File: src/sacc_pkg.sv
// Purpose: shared constants for the converter conversion control block
// Assumes: 8-bit special function register bus, one system clock
// Notes: offsets are the register addresses of the core's bus
package sacc_pkg;
    // ------------------------------------------------------------
    // register addresses
    // ------------------------------------------------------------
    localparam logic [7:0] CFG_ADDR = 8'hbc;
    localparam logic [7:0] CTRL_ADDR = 8'he8;
    localparam logic [7:0] RES_HI_ADDR = 8'hbe;
    localparam logic [7:0] RES_LO_ADDR = 8'hbd;
    // ------------------------------------------------------------
    // field positions and reset values
    // ------------------------------------------------------------
    localparam int DIV_MSB = 7;
    localparam int DIV_LSB = 3;
    localparam int LJST_BIT = 2;
    localparam int EN_BIT = 7;
    localparam int TM_BIT = 6;
    localparam int DONE_BIT = 5;
    localparam int BUSY_BIT = 4;
    localparam int WINT_BIT = 3;
    localparam int SRC_MSB = 2;
    localparam logic [7:0] CFG_RESET = 8'hf8;
    localparam logic [7:0] CTRL_RESET = 8'h00;
    // ------------------------------------------------------------
    // start sources and timing counts
    // ------------------------------------------------------------
    localparam logic [2:0] SRC_SW = 3'h0;
    localparam logic [2:0] SRC_TMR0 = 3'h1;
    localparam logic [2:0] SRC_TMR2 = 3'h2;
    localparam logic [2:0] SRC_TMR1 = 3'h3;
    localparam logic [2:0] SRC_PIN = 3'h4;
    localparam logic [2:0] SRC_TMR3 = 3'h5;
    localparam logic [2:0] SRC_TMR4 = 3'h6;
    localparam logic [2:0] SRC_TMR5 = 3'h7;
    localparam logic [3:0] TRACK_SAR_CLKS = 4'h3;
    localparam logic [3:0] CONV_SAR_CLKS = 4'hb;
endpackage

File: src/sacc_clkdiv.sv
// Purpose: sar conversion clock tick generator
// Assumes: divider value sampled every cycle
// Notes: one tick every div+1 system clocks, free while enabled
`timescale 1ns/10ps
module sacc_clkdiv #(
    parameter int DIV_W = 5
) (
    input wire logic clk_i,
    input wire logic sys_rst_i,
    input wire logic run_i,
    input wire logic [DIV_W-1:0] div_i,
    output logic tick_o
);
    logic [DIV_W-1:0] cnt;
    logic [DIV_W-1:0] next_cnt;

    // counter compare is not served beyond 8 bits
    if (DIV_W < 1 || DIV_W > 8) begin : g_bad_width
        $error("sacc_clkdiv: DIV_W out of range");
    end

    always_comb begin
        next_cnt = cnt;
        if (!run_i || cnt >= div_i) begin
            next_cnt = '0;
        end else begin
            next_cnt = cnt + 1'b1;
        end
    end

    always_ff @(posedge clk_i) begin
        if (sys_rst_i) begin
            cnt <= '0;
        end else begin
            cnt <= next_cnt;
        end
    end

    assign tick_o = run_i && (cnt >= div_i);
endmodule

File: src/sacc_top.sv
// Purpose: conversion control for a 10-bit sar converter
// Assumes: core register port with byte writes and reads, same clock
// Notes: analog core driven through track/convert strobes
`timescale 1ns/10ps
module sacc_top (
    input wire logic clk_i,
    input wire logic sys_rst_i,
    input wire logic reg_wr_i,
    input wire logic reg_rd_i,
    input wire logic [7:0] reg_addr_i,
    input wire logic [7:0] reg_wdata_i,
    output logic [7:0] reg_rdata_o,
    input wire logic [5:0] tmr_lo_ovf_i,
    input wire logic [5:0] tmr_hi_ovf_i,
    input wire logic [5:0] tmr_16bit_i,
    input wire logic external_start_pin_i,
    input wire logic standby_i,
    input wire logic eight_bit_result_enable_i,
    input wire logic irq_enable_i,
    input wire logic [9:0] sar_code_i,
    output logic converter_enable_o,
    output logic track_o,
    output logic convert_o,
    output logic irq_o
);
    typedef enum logic [1:0] {
        ST_IDLE = 2'b00,
        ST_TRACK = 2'b01,
        ST_CONV = 2'b10
    } sacc_state_e;

    // ------------------------------------------------------------
    // registers
    // ------------------------------------------------------------
    logic [7:0] converter_config_reg;
    logic [7:0] converter_control_reg;
    logic [7:0] result_high_byte;
    logic [7:0] result_low_byte;
    logic [7:0] next_cfg;
    logic [7:0] next_ctrl;
    logic [7:0] next_hi;
    logic [7:0] next_lo;
    sacc_state_e state;
    sacc_state_e next_state;
    logic [3:0] sar_cnt;
    logic [3:0] next_sar_cnt;
    logic pin_s1;
    logic pin_s2;
    logic pin_d;
    logic busy_d;
    logic sar_tick;
    logic start_evt;
    logic pin_rise;
    logic [2:0] src;
    logic low_power;
    logic busy_fall;
    logic [15:0] justified;

    assign src = converter_control_reg[sacc_pkg::SRC_MSB:0];
    assign converter_enable_o = converter_control_reg[sacc_pkg::EN_BIT];
    assign low_power = converter_control_reg[sacc_pkg::TM_BIT];

    // ------------------------------------------------------------
    // sar clock
    // ------------------------------------------------------------
    // sar tick divider
    sacc_clkdiv #(
        .DIV_W(5)
    ) u_div (
        .clk_i(clk_i),
        .sys_rst_i(sys_rst_i),
        .run_i(converter_enable_o),
        .div_i(converter_config_reg[sacc_pkg::DIV_MSB:sacc_pkg::DIV_LSB]),
        .tick_o(sar_tick)
    );

    // ------------------------------------------------------------
    // start source selection
    // ------------------------------------------------------------
    // pin passes two flops; only the second feeds the edge detector
    always_ff @(posedge clk_i) begin
        if (sys_rst_i) begin
            pin_s1 <= 1'b0;
            pin_s2 <= 1'b0;
            pin_d <= 1'b0;
            busy_d <= 1'b0;
        end else begin
            pin_s1 <= external_start_pin_i;
            pin_s2 <= pin_s1;
            pin_d <= pin_s2;
            busy_d <= converter_control_reg[sacc_pkg::BUSY_BIT];
        end
    end

    assign pin_rise = pin_s2 && !pin_d;

    function automatic logic tmr_ovf(input int idx, input logic byte_mode);
        tmr_ovf = (tmr_16bit_i[idx] ? tmr_hi_ovf_i[idx] : tmr_lo_ovf_i[idx]);
        if (byte_mode) begin
            tmr_ovf = tmr_hi_ovf_i[idx];
        end
    endfunction

    always_comb begin
        case (src)
            sacc_pkg::SRC_SW: start_evt = reg_wr_i
                && reg_addr_i == sacc_pkg::CTRL_ADDR
                && reg_wdata_i[sacc_pkg::BUSY_BIT];
            sacc_pkg::SRC_TMR0: start_evt = tmr_ovf(0, 1'b1);
            sacc_pkg::SRC_TMR2: start_evt = tmr_ovf(2, 1'b0);
            sacc_pkg::SRC_TMR1: start_evt = tmr_ovf(1, 1'b1);
            sacc_pkg::SRC_PIN: start_evt = pin_rise;
            sacc_pkg::SRC_TMR3: start_evt = tmr_ovf(3, 1'b0);
            sacc_pkg::SRC_TMR4: start_evt = tmr_ovf(4, 1'b0);
            sacc_pkg::SRC_TMR5: start_evt = tmr_ovf(5, 1'b0);
            default: start_evt = 1'b0;
        endcase
    end

    // ------------------------------------------------------------
    // track and convert sequencer
    // ------------------------------------------------------------
    always_comb begin
        next_state = state;
        next_sar_cnt = sar_cnt;
        case (state)
            ST_IDLE: begin
                if (converter_enable_o && start_evt) begin
                    next_sar_cnt = 4'h0;
                    if (low_power && src != sacc_pkg::SRC_PIN) begin
                        next_state = ST_TRACK;
                    end else begin
                        next_state = ST_CONV;
                    end
                end
            end
            ST_TRACK: begin
                if (sar_tick) begin
                    if (sar_cnt == sacc_pkg::TRACK_SAR_CLKS - 4'h1) begin
                        next_state = ST_CONV;
                        next_sar_cnt = 4'h0;
                    end else begin
                        next_sar_cnt = sar_cnt + 4'h1;
                    end
                end
            end
            ST_CONV: begin
                if (sar_tick) begin
                    if (sar_cnt == sacc_pkg::CONV_SAR_CLKS - 4'h1) begin
                        next_state = ST_IDLE;
                    end else begin
                        next_sar_cnt = sar_cnt + 4'h1;
                    end
                end
            end
            default: next_state = ST_IDLE;
        endcase
        if (!converter_enable_o) begin
            next_state = ST_IDLE;
            next_sar_cnt = 4'h0;
        end
    end

    always_ff @(posedge clk_i) begin
        if (sys_rst_i) begin
            state <= ST_IDLE;
            sar_cnt <= 4'h0;
        end else begin
            state <= next_state;
            sar_cnt <= next_sar_cnt;
        end
    end

    always_comb begin
        track_o = 1'b0;
        if (converter_enable_o && !standby_i) begin
            if (state == ST_TRACK) begin
                track_o = 1'b1;
            end else if (state == ST_IDLE) begin
                track_o = !(low_power && src == sacc_pkg::SRC_PIN) || !pin_s2;
            end
        end
    end
    assign convert_o = (state == ST_CONV);

    // ------------------------------------------------------------
    // result formatting and register file
    // ------------------------------------------------------------
    // justification only in 10-bit mode
    always_comb begin
        if (eight_bit_result_enable_i) begin
            justified = {8'h00, sar_code_i[9:2]};
        end else if (converter_config_reg[sacc_pkg::LJST_BIT]) begin
            justified = {sar_code_i, 6'h00};
        end else begin
            justified = {6'h00, sar_code_i};
        end
    end

    // busy follows the conversion, not the write
    assign busy_fall = busy_d && !converter_control_reg[sacc_pkg::BUSY_BIT];

    always_comb begin
        next_cfg = converter_config_reg;
        next_ctrl = converter_control_reg;
        next_hi = result_high_byte;
        next_lo = result_low_byte;
        if (reg_wr_i && reg_addr_i == sacc_pkg::CFG_ADDR) begin
            next_cfg = {reg_wdata_i[7:2], 2'b00};
        end
        if (reg_wr_i && reg_addr_i == sacc_pkg::CTRL_ADDR) begin
            next_ctrl[7:5] = reg_wdata_i[7:5];
            next_ctrl[3:0] = reg_wdata_i[3:0];
        end
        if (reg_wr_i && reg_addr_i == sacc_pkg::RES_HI_ADDR) begin
            next_hi = reg_wdata_i;
        end
        if (reg_wr_i && reg_addr_i == sacc_pkg::RES_LO_ADDR) begin
            next_lo = reg_wdata_i;
        end
        next_ctrl[sacc_pkg::BUSY_BIT] = (next_state != ST_IDLE);
        // results land with busy falling, one cycle before the done flag
        if (state == ST_CONV && next_state == ST_IDLE && converter_enable_o) begin
            next_hi = justified[15:8];
            next_lo = justified[7:0];
        end
        // set wins over a software clear
        if (busy_fall) begin
            next_ctrl[sacc_pkg::DONE_BIT] = 1'b1;
        end
    end

    always_ff @(posedge clk_i) begin
        if (sys_rst_i) begin
            converter_config_reg <= sacc_pkg::CFG_RESET;
            converter_control_reg <= sacc_pkg::CTRL_RESET;
            result_high_byte <= 8'h00;
            result_low_byte <= 8'h00;
        end else begin
            converter_config_reg <= next_cfg;
            converter_control_reg <= next_ctrl;
            result_high_byte <= next_hi;
            result_low_byte <= next_lo;
        end
    end

    assign irq_o = converter_control_reg[sacc_pkg::DONE_BIT] && irq_enable_i;

    always_comb begin
        case (reg_addr_i)
            sacc_pkg::CFG_ADDR: reg_rdata_o = converter_config_reg;
            sacc_pkg::CTRL_ADDR: reg_rdata_o = converter_control_reg;
            sacc_pkg::RES_HI_ADDR: reg_rdata_o = result_high_byte;
            sacc_pkg::RES_LO_ADDR: reg_rdata_o = result_low_byte;
            default: reg_rdata_o = 8'h00;
        endcase
        if (!reg_rd_i) begin
            reg_rdata_o = 8'h00;
        end
    end

    // ------------------------------------------------------------
    // checks
    // ------------------------------------------------------------
    chk_busy_tracks_fsm: assert property (@(posedge clk_i)
        disable iff (sys_rst_i)
        $rose(converter_control_reg[sacc_pkg::BUSY_BIT])
        |-> $past(start_evt) && $past(converter_enable_o))
        else $error("busy bit rose without a start");
    chk_done_on_fall: assert property (@(posedge clk_i)
        disable iff (sys_rst_i)
        $fell(converter_control_reg[sacc_pkg::BUSY_BIT])
        |=> converter_control_reg[sacc_pkg::DONE_BIT])
        else $error("done flag not set after busy fell");
    chk_off_idle: assert property (@(posedge clk_i)
        disable iff (sys_rst_i) !converter_enable_o |=> state == ST_IDLE)
        else $error("sequencer active while disabled");
    chk_pin_no_delay: assert property (@(posedge clk_i)
        disable iff (sys_rst_i) src == sacc_pkg::SRC_PIN && state == ST_IDLE
        |=> state != ST_TRACK) else $error("track delay on pin start");
    chk_lp_track: assert property (@(posedge clk_i)
        disable iff (sys_rst_i) state == ST_IDLE && converter_enable_o
        && start_evt && low_power && src != sacc_pkg::SRC_PIN
        |=> state == ST_TRACK) else $error("no tracking delay");
    chk_normal_direct: assert property (@(posedge clk_i)
        disable iff (sys_rst_i) state == ST_IDLE && !low_power
        |=> state != ST_TRACK) else $error("track delay in normal mode");
    chk_sw_start: assert property (@(posedge clk_i)
        disable iff (sys_rst_i) state == ST_IDLE && converter_enable_o
        && start_evt && src == sacc_pkg::SRC_SW |=> state != ST_IDLE)
        else $error("software start ignored");
    chk_irq_gate: assert property (@(posedge clk_i)
        disable iff (sys_rst_i)
        $fell(converter_control_reg[sacc_pkg::BUSY_BIT])
        |=> irq_o == irq_enable_i)
        else $error("interrupt request not raised");
    chk_standby_track: assert property (@(posedge clk_i)
        disable iff (sys_rst_i) standby_i |-> !track_o)
        else $error("tracking during standby");
    cov_lp_conv: cover property (@(posedge clk_i)
        state == ST_TRACK ##1 state == ST_CONV);
    cov_done: cover property (@(posedge clk_i)
        $rose(converter_control_reg[sacc_pkg::DONE_BIT]));
    cov_pin: cover property (@(posedge clk_i) pin_rise && state == ST_IDLE);
endmodule

File: config.mk
export PLATFORM = sky130hd
export DESIGN_NAME = sacc_top
export DESIGN_NICKNAME = d
export VERILOG_FILES = /design/src/sacc_pkg.sv /design/src/sacc_clkdiv.sv /design/src/sacc_top.sv
export SDC_FILE = /design/constraint.sdc
export NUM_CORES = 1
export LEC_CHECK = 0
export ABC_CLOCK_PERIOD_IN_PS = 2600
export BUFFER_PORTS_ARGS = -buffer_cell sky130_fd_sc_hd__buf_2
export CAP_MARGIN = 20
export CORE_MARGIN = 2
export CORE_UTILIZATION = 25
export CTS_CLUSTER_SIZE = 28
export DETAILED_ROUTE_END_ITERATION = 8
export GPL_TIMING_DRIVEN = 0
export RECOVER_POWER = 100
export SLEW_MARGIN = 20
export SYNTH_ARGS = -nofsm -noshare
export SYNTH_HDL_FRONTEND = slang
export SYNTH_HIERARCHICAL = 1
export SYNTH_SLANG_ARGS = --single-unit
File: constraint.sdc
create_clock -name clk_i -period 2.6 [get_ports clk_i]
set_input_delay 0.52 -clock clk_i [delete_from_list [all_inputs] [get_ports clk_i]]
set_output_delay 0.52 -clock clk_i [all_outputs]
set_load 0.05 [all_outputs]
======== Word level (Yosys, flattened, before mapping) ========
Cells that the tools add are included.
W data, S select, Z words.
cells by class
  add/sub/neg operators ................... 2
  $mul .................................... 0
  div/mod/pow operators ................... 0
  magnitude comparators ................... 1
  equality and inequality tests ........... 20
  shift operators ......................... 0
  multiplexer cells ....................... 32
  bitwise operators ....................... 1
  reduce and logical (&&, ||, !) cells .... 34
operators by type and width
  cell                   number
  $mux W8                5
  $eq A8 B8 Y1 const B   4
  $mux W16               2
  $pmux W8 S4            1
  $mux W4                5
  $logic_and A1 B1 Y1    15
  $mux W2                7
  $eq A3 B3 Y1 const B   4
  $pmux W4 S3            1
  $mux W1                9
  $pmux W1 S8            1
  $reduce_bool A2 Y1     4
  $eq A3 B2 Y1 const B   2
  $logic_not A1 Y1       6
  $ne A2 B2 Y1 const B   3
  $pmux W2 S3            1
  $add A5 B1 Y5 const B  1
  $ge A5 B5 Y1           1
  $reduce_and A5 Y1      1
  $add A4 B1 Y4 const B  1
  $eq A4 B2 Y1 const B   1
  $eq A4 B4 Y1 const B   1
  $logic_not A2 Y1       2
  $reduce_or A2 Y1       2
  9 further kinds        10
storage, ports and cells
  flip-flop bits (word level) ............. 45
  latch bits .............................. 0
  bits in writable memories ............... 0
  bits in read-only memories .............. 0
  input bits .............................. 52
  output and inout bits ................... 12
  logic and storage cells ................. 103
  memories ................................ 0

======== Depth between registers and ports, before layout ========
Gate-level depths: netlist of the first run.
  depth after elaboration ................. 12
  mapped depth ............................ 14
  gate-level depth less buffers ........... 13

======== Hierarchy ========
The synthesis of the first run kept the hierarchy.
by module, submodules not included
  module       times used  cells each  area an instance (µm²)  seq. area each (µm²)
  sacc_top     1           265         2548.7                  800.8
  sacc_clkdiv  1           35          331.6                   100.1

======== Worst setup path before layout of the first run ========
No wires, ideal clock.
  path type ............................... input port to output port
  start ................................... in reg_addr_i[7]
  end ..................................... out reg_rdata_o[0]
  arrival time ............................ 2.334 ns
  required time ........................... 2.080 ns
  setup slack ............................. -0.254 ns
  cell stages on the path ................. 5
  buffers on the path ..................... 0
  path through ............................ and3_1 -> nand4b_1 -> nor3b_1 -> a222oi_1 -> nor2_1
on the way
  word-level cells in the longest chain between the ends .. 3
  elaborated cells on any way between the ends .. 6
  those cells by class .................... 4 x eq/ne; 2 x mux
ends and longest elaborated chain
  what                line             RTL
  start: declaration  sacc_top.sv:10   input wire logic [7:0] reg_addr_i,
  $eq A8 B8 Y1        sacc_top.sv:250  case (reg_addr_i)
  $pmux W8 S4 *       sacc_top.sv:250
  $mux W8 *           sacc_top.sv:257  if (!reg_rd_i) begin
  end: declaration    sacc_top.sv:12   output logic [7:0] reg_rdata_o,
Mark *: on every way between the ends. The rest lies on a longest branch, timed or not.

======== Final worst setup path of the first run ========
  start ................................... reg converter_config_reg[7]
  end ..................................... reg result_high_byte[4]
on the way
  word-level cells in the longest chain between the ends .. 9
  elaborated cells on any way between the ends .. 11
  those cells by class .................... 1 x order compare; 5 x mux; 5 x reduce/logical
ends and longest elaborated chain
  what                                                  line                              RTL
  start: declaration                                    sacc_top.sv:35                    logic [7:0] converter_config_reg;
  start signal: assignment                              sacc_top.sv:235                   converter_config_reg <= sacc_pkg::CFG_RESET;
  start signal: assignment                              sacc_top.sv:240                   converter_config_reg <= next_cfg;
  $ge A5 B5 Y1 *                                        sacc_clkdiv.sv:39                 assign tick_o = run_i && (cnt >= div_i);
  $logic_and A1 B1 Y1 *                                 sacc_clkdiv.sv:39
  named net sar_tick                                    sacc_top.sv:51                    logic sar_tick;
  $mux W2, on equally long branches                     sacc_top.sv:148, sacc_top.sv:138
  $pmux W2 S3 *                                         sacc_top.sv:126                   case (state)
  $mux W2 *                                             sacc_top.sv:158                   if (!converter_enable_o) begin
  $logic_not A2 Y1 *                                    sacc_top.sv:223                   if (state == ST_CONV && next_state == ST_IDLE && converter_enable_o) begin
  $logic_and A1 B1 Y1 * (2 in a row)                    sacc_top.sv:223
  $mux W8 / $reduce_bool A2 Y1 (equally long branches)  -
  end signal: assignment                                sacc_top.sv:242                   result_high_byte <= next_hi;
  end: declaration                                      sacc_top.sv:37                    logic [7:0] result_high_byte;
Mark *: on every way through the listed nets, which the timed path passes. The rest lies on a longest branch.
A chain may end at the register's enable or synchronous reset.

==> results.json, run 1 <==
{
  "synth_cell_types": 68,
  "vias_per_cell": 4.99,
  "slew_headroom_pct": 62.6,
  "hp-class": "register to register",
  "rr_worst_depth": 13,
  "synth_warnings": 6,
  "rsz0062_at_grt": "yes",
  "status": "finished with violations",
  "io_buffers": 58,
  "insertion_delay_ns": 0.29,
  "htree_levels": 2,
  "finalHoldViolCount": 0,
  "globalRoute.totalOverflow": 0,
  "max-cap-violations": 0,
  "design_area_sq_mm": 0.00384,
  "period_share_pct": 106,
  "timing.hold.ws_ns": 0.447,
  "seq_area_frac_synth_pct": 31.3,
  "vias": 2611,
  "antenna_left": 0,
  "drc": 0,
  "rows": 39,
  "start_util_pct": 25.4,
  "timing.rr.end": "result_high_byte[4]$_SDFFE_PP0P_",
  "drt-pass1-iter-count": 7,
  "worstSetupPathType": "register to register",
  "post-place-ws_ns": -0.447,
  "skew_ns": 0.00965,
  "peakVddDrop_mv": 0.228,
  "p_leak_nw": 1.51,
  "fp.dieW_um": 111,
  "dp_hpwl_um": 6180,
  "grt_max_degree": 17,
  "worst_pin_slew_ns": 0.561,
  "grt_pass1_wl_um": 12900,
  "die_h_um": 111,
  "fmax_mhz": 361,
  "mappedNetlistNets": 364,
  "diodes": 0,
  "critPathLaunch": "converter_config_reg[7]$_SDFFE_PP1P_",
  "nets": 443,
  "synth_seq_cells": 45,
  "rrSetupSlack_ns": -0.17,
  "violations": "setup timing",
  "drt_iter0_drc": 186,
  "setup_viol": 16,
  "p_per_area_mw_per_mm2": 412,
  "fp.coreArea_sq_mm": 0.0113,
  "cts_buffer_depth": 2,
  "routed_wl_um": 8440,
  "cts_root_buffer": "clkbuf_16",
  "worstSetupStartpointType": "register",
  "clock_sinks": 45,
  "cp-end-kind": "register",
  "synth_edf_count": 0,
  "avgSynthCellArea_sq_um": 9.60,
  "worstPathMaxFanout": 6,
  "drive_gt1_share_pct": 41.1,
  "cp.arrival_ns": 2.99,
  "track_usage_pct": 12.9,
  "setup_ws_ns": -0.168,
  "cts.clk_slew.worst_paths_ns": 0.07,
  "cts_made_buffers": 5,
  "synthFlopType": "dfxtp_1",
  "dpl-instance-area_sq_mm": 0.00337,
  "gp_congestion": 0.804,
  "dieArea_sq_mm": 0.0124,
  "antenna_found_initial": 0,
  "tritoncts": "built",
  "slew_violations": 0,
  "post_drt_wl_per_cell_um": 16.1,
  "syn_area_sq_mm": 0.00288,
  "area_growth_pct": 33.4,
  "hold_depth": 1,
  "crit-reg2reg-launch": "converter_config_reg[7]$_SDFFE_PP1P_",
  "io_pins": 64,
  "synth_cells": 300,
  "first_global_vias": 2513,
  "holdCritStartpoint": "pin_s1$_SDFF_PP0_",
  "async_flop_share_pct": 0,
  "period_minus_slack_ns": 2.77,
  "required_ns": 2.82,
  "min_to": "pin_s2$_SDFF_PP0_"
}
## logic make-up after synthesis
| family | after synthesis | synth area share, % |
|---|---|---|
| xor gates and xnor gates | 3 | 0.912 |
| AOI/OAI and AO/OA | 79 | 23.2 |
| DFF | 45 | 31.3 |
| muxes | 32 | 11.8 |
| adders and majority gates | 12 | 5.21 |
| buffers and inverters | 30 | 7.04 |
| and+or+nand+nor | 99 | 20.6 |
## synthesized netlist by cell type (2+ instances only)
cell	count	area share, %
and4b_1	2	0.70
a21oi_1	27	4.7
nand2_1	13	1.7
o22ai_2	8	3.5
mux2i_1	25	8.7
nand2b_1	3	0.65
clkbuf_8	2	0.96
nor2_1	19	2.5
o32ai_2	2	1.1
mux2_2	6	2.3
a222oi_1	8	2.8
nor4_1	4	0.87
nor3_1	3	0.52
dfxtp_1	45	31
buf_4	2	0.52
nor2b_1	9	2.0
nand4b_1	2	0.61
and2_1	2	0.43
o2bb2ai_1	6	1.8
a211o_1	6	1.8
nand3_1	10	1.7
or3_1	3	0.65
o21ai_1	4	0.70
and3_1	2	0.43
xor2_1	2	0.61
clkbuf_1	6	0.78
nand3b_1	3	0.78
ha_1	12	5.2
buf_6	4	1.6
nor3b_1	9	2.3
inv_1	13	1.7
nand4_1	2	0.43
## cell type report
cell class | instances | area (sq um)
buffer | 16 | 156
clock buffer | 5 | 125
inverter | 13 | 48.8
sequential | 45 | 908
timing repair buffer | 72 | 434
tap | 143 | 179
clock inverter | 3 | 50.0
multi-input combinational | 226 | 1940
fill | 1191 | 7480
## report_power, final
group | switching [mW] | internal (mW) | leakage [nW]
registers | 0.00110 | 0.691 | 0.362
logic | 0.0696 | 0.0635 | 1.07
clock network | 0.296 | 0.462 | 0.0859
## repair_timing
action | 4_1_cts | 5_1_grt
hold buffers | 0 | 0
resized for setup | 22 | 20
setup buffers | 6 | 7
gates cloned | 0 | 2
endpoints found under the setup margin | 29 | 29
pin swaps | 10 | 20
## metrics by stage
stage	power (mW)	utilization (%)	cells	TNS, ns
after floorplan	0.766	-	300	-0.0880
after global placement	0.829	29.8	501	-7.59
after detailed placement	0.830	29.8	501	-9.63
after CTS	1.59	32.5	515	-2.46
after global routing	1.64	33.9	523	-5.17
final	1.58	33.9	523	-1.95
## worst max-delay path by stage
| stage | endpoint | slack (ns) | cells after the start |
|---|---|---|---|
| after detailed placement | reg_rdata_o[4] | -0.45 | 8 |
| after global routing | result_high_byte[2]$_SDFFE_PP0P_ | -0.35 | 13 |
| after global placement | reg_rdata_o[4] | -0.43 | 8 |
| final | result_high_byte[4]$_SDFFE_PP0P_ | -0.17 | 13 |
| after floorplan | reg_rdata_o[0] | -0.01 | 6 |
| after CTS | result_high_byte[1]$_SDFFE_PP0P_ | -0.17 | 14 |
## worst max-delay path, cell delays in order, from the launching register on
cell and delay (ns):
dfxtp_2 0.33, inv_2 0.04, ha_4 0.27, nand4_1 0.14, o21ai_4 0.19, o21a_1 0.20
nand3b_1 0.18, o21ai_2 0.18, nand2b_2 0.06, o311a_1 0.12, a211o_1 0.28, nor2_4 0.21
o2111a_2 0.36, o2bb2ai_1 0.13
## layer usage
metal	up-vias	global-route usage, %	wire length [um]	part of all wire, %
met3	10	2.18	295	3.5
met5	-	0	0	0
met4	0	4.36	176	2.1
li1	1292	-	-	-
met2	61	21.3	4120	49
met1	1248	17.0	3850	46
## layout by cell type, fill, tap and decap left out, drive strengths merged, types with 4 or more instances in the layout
cell / instances
nand2b: 4
a21oi: 28
mux2: 6
nand3: 10
nor4: 4
a211o: 6
dfxtp: 45
nand2: 14
inv: 14
clkbuf: 15
o2bb2ai: 6
o22ai: 9
nor2b: 10
mux2i: 26
ha: 12
buf: 78
nor3b: 10
nor2: 21
a222oi: 8
o21ai: 8
Note: power is estimated with default switching activity, not from simulation.
==> run 2: changes to the inputs <==
Settings changed: BUFFER_PORTS_ARGS -buffer_cell sky130_fd_sc_hd__buf_2 to -buffer_cell sky130_fd_sc_hd__buf_4, CTS_BUF_LIST from default to sky130_fd_sc_hd__clkbuf_4 sky130_fd_sc_hd__clkbuf_8 sky130_fd_sc_hd__clkbuf_16.
==> results.json, run 2 (synthesized netlist as in run 1, its figures left out) <==
{
  "status": "finished with violations",
  "violations": "setup timing",
  "rows": 39,
  "diodes": 0,
  "final_common_cell": "buf_4",
  "worstSetupStartpointType": "register",
  "hp-class": "register to register",
  "slew_headroom_pct": 62.7,
  "cts_buffer_depth": 2,
  "routed_wl_um": 8240,
  "gp_congestion": 0.770,
  "timing.rr.end": "result_high_byte[2]$_SDFFE_PP0P_",
  "antenna_found_initial": 0,
  "layout_common_cells": "buf_4, dfxtp_1, a21oi_1, mux2i_1, nand2_1",
  "worstSetupPathType": "register to register",
  "cts_made_buffers": 5,
  "tritoncts": "built",
  "cp-end-kind": "register",
  "post-place-ws_ns": -0.439,
  "die_h_um": 111,
  "p_leak_nw": 1.52,
  "multi_input_area_sq_mm": 0.00191,
  "drt-pass1-iter-count": 5,
  "grt_max_degree": 16,
  "drc": 0,
  "rrSetupSlack_ns": -0.13,
  "area_growth_pct": 34.1,
  "period_share_pct": 105,
  "worst_pin_slew_ns": 0.554,
  "setup_ws_ns": -0.129,
  "register_area_sq_um": 907,
  "rr_worst_depth": 13,
  "fmax_mhz": 366,
  "first_global_vias": 2579,
  "vias": 2590,
  "io_pins": 64,
  "worstPathMaxFanout": 6,
  "cts_root_buffer": "clkbuf_16",
  "dieArea_sq_mm": 0.0124,
  "slew_violations": 0,
  "post_drt_wl_per_cell_um": 16.0,
  "fp.dieW_um": 111,
  "antenna_left": 0,
  "fp.coreArea_sq_mm": 0.0113,
  "skew_ns": 0.0109,
  "htree_levels": 2,
  "drt_iter0_drc": 222,
  "track_usage_pct": 12.8,
  "peakVddDrop_mv": 0.292,
  "crit-reg2reg-launch": "u_div/cnt[0]$_SDFF_PP0_",
  "grt_pass1_wl_um": 12900,
  "dp_hpwl_um": 6140,
  "p_per_area_mw_per_mm2": 390,
  "cp.arrival_ns": 2.95,
  "finalHoldViolCount": 0,
  "setup_viol": 16,
  "clock_sinks": 45,
  "timing.hold.ws_ns": 0.441,
  "io_buffers": 58,
  "nets": 435,
  "start_util_pct": 25.4,
  "critPathLaunch": "u_div/cnt[0]$_SDFF_PP0_",
  "insertion_delay_ns": 0.29,
  "cts.clk_slew.worst_paths_ns": 0.07,
  "max-cap-violations": 0,
  "vias_per_cell": 5.03,
  "fillers": 1188,
  "rsz0062_at_grt": "yes",
  "globalRoute.totalOverflow": 0,
  "required_ns": 2.82,
  "period_minus_slack_ns": 2.73,
  "cp-endpoint": "result_high_byte[2]$_SDFFE_PP0P_",
  "drive_gt1_share_pct": 39.0
}
[run 2: stage by stage]
stage               total power, mW  cell area [sq um]  TNS (ns)  util (%)  cells
floorplan                     0.766               2910   -0.0880         -    300
global placement              0.848               3520     -7.87      31.1    501
detailed placement            0.850               3520     -9.60      31.1    501
CTS                            1.53               3810     -2.16      33.7    512
global route                   1.56               3860     -4.37      34.1    515
finish                         1.51               3860     -1.85      34.1    515
[run 2: layout make-up]
| class | count | area share [%] |
|---|---|---|
| sequential | 45 | 23.5 |
| clock buffer | 6 | 3.60 |
| clock inverter | 2 | 0.421 |
| multi-input combinational | 225 | 49.6 |
| buffer | 16 | 4.11 |
| inverter | 13 | 1.26 |
| tap | 143 | 4.63 |
| timing repair buffer | 65 | 12.9 |
[run 2: worst min-delay path by stage]
stage	startpoint	slack [ns]	cells after the start	to
2_1_floorplan	pin_s1$_SDFF_PP0_	0.41	1	pin_s2$_SDFF_PP0_
3_3_place_gp	pin_s1$_SDFF_PP0_	0.43	1	pin_s2$_SDFF_PP0_
3_5_place_dp	pin_s1$_SDFF_PP0_	0.42	1	pin_s2$_SDFF_PP0_
4_1_cts	pin_s1$_SDFF_PP0_	0.45	1	pin_s2$_SDFF_PP0_
5_1_grt	sar_code_i[8]	0.45	2	result_high_byte[6]$_SDFFE_PP0P_
6_report	pin_s1$_SDFF_PP0_	0.44	1	pin_s2$_SDFF_PP0_
[run 2: what timing repair did]
item                       CTS  global route
buffers inserted             3             4
hold buffers                 0             0
gates resized for setup     25             8
pin swaps                   10             6
setup endpoints to repair   29            23
cloned                       0             0
[run 2: per-layer routing]
| layer | GRT usage, % | part of all wire (%) | vias to the layer above |
|---|---|---|---|
| li1 | - | - | 1269 |
| met1 | 16.5 | 45 | 1254 |
| met2 | 22.3 | 50 | 63 |
| met3 | 2.40 | 3.9 | 4 |
| met4 | 2.96 | 0.83 | 0 |
| met5 | 0 | 0 | - |
[run 2: worst max-delay path: stages, from the launching register on]
cell and delay [ns]:
dfxtp_2 0.36, inv_2 0.05, ha_4 0.25, and2b_1 0.19, o21ai_4 0.16, o21a_1 0.21
nand3b_1 0.15, o21ai_1 0.19, nand2b_2 0.07, o311a_1 0.12, a211o_1 0.27, nor2_4 0.17
o2111a_2 0.33, o2bb2ai_1 0.13
[run 2: power by group]
group	internal [mW]	switching, mW	total [mW]
Combinational	0.0794	0.0678	0.147
Clock	0.386	0.281	0.667
Sequential	0.691	0.00119	0.692
Total	1.16	0.350	1.51
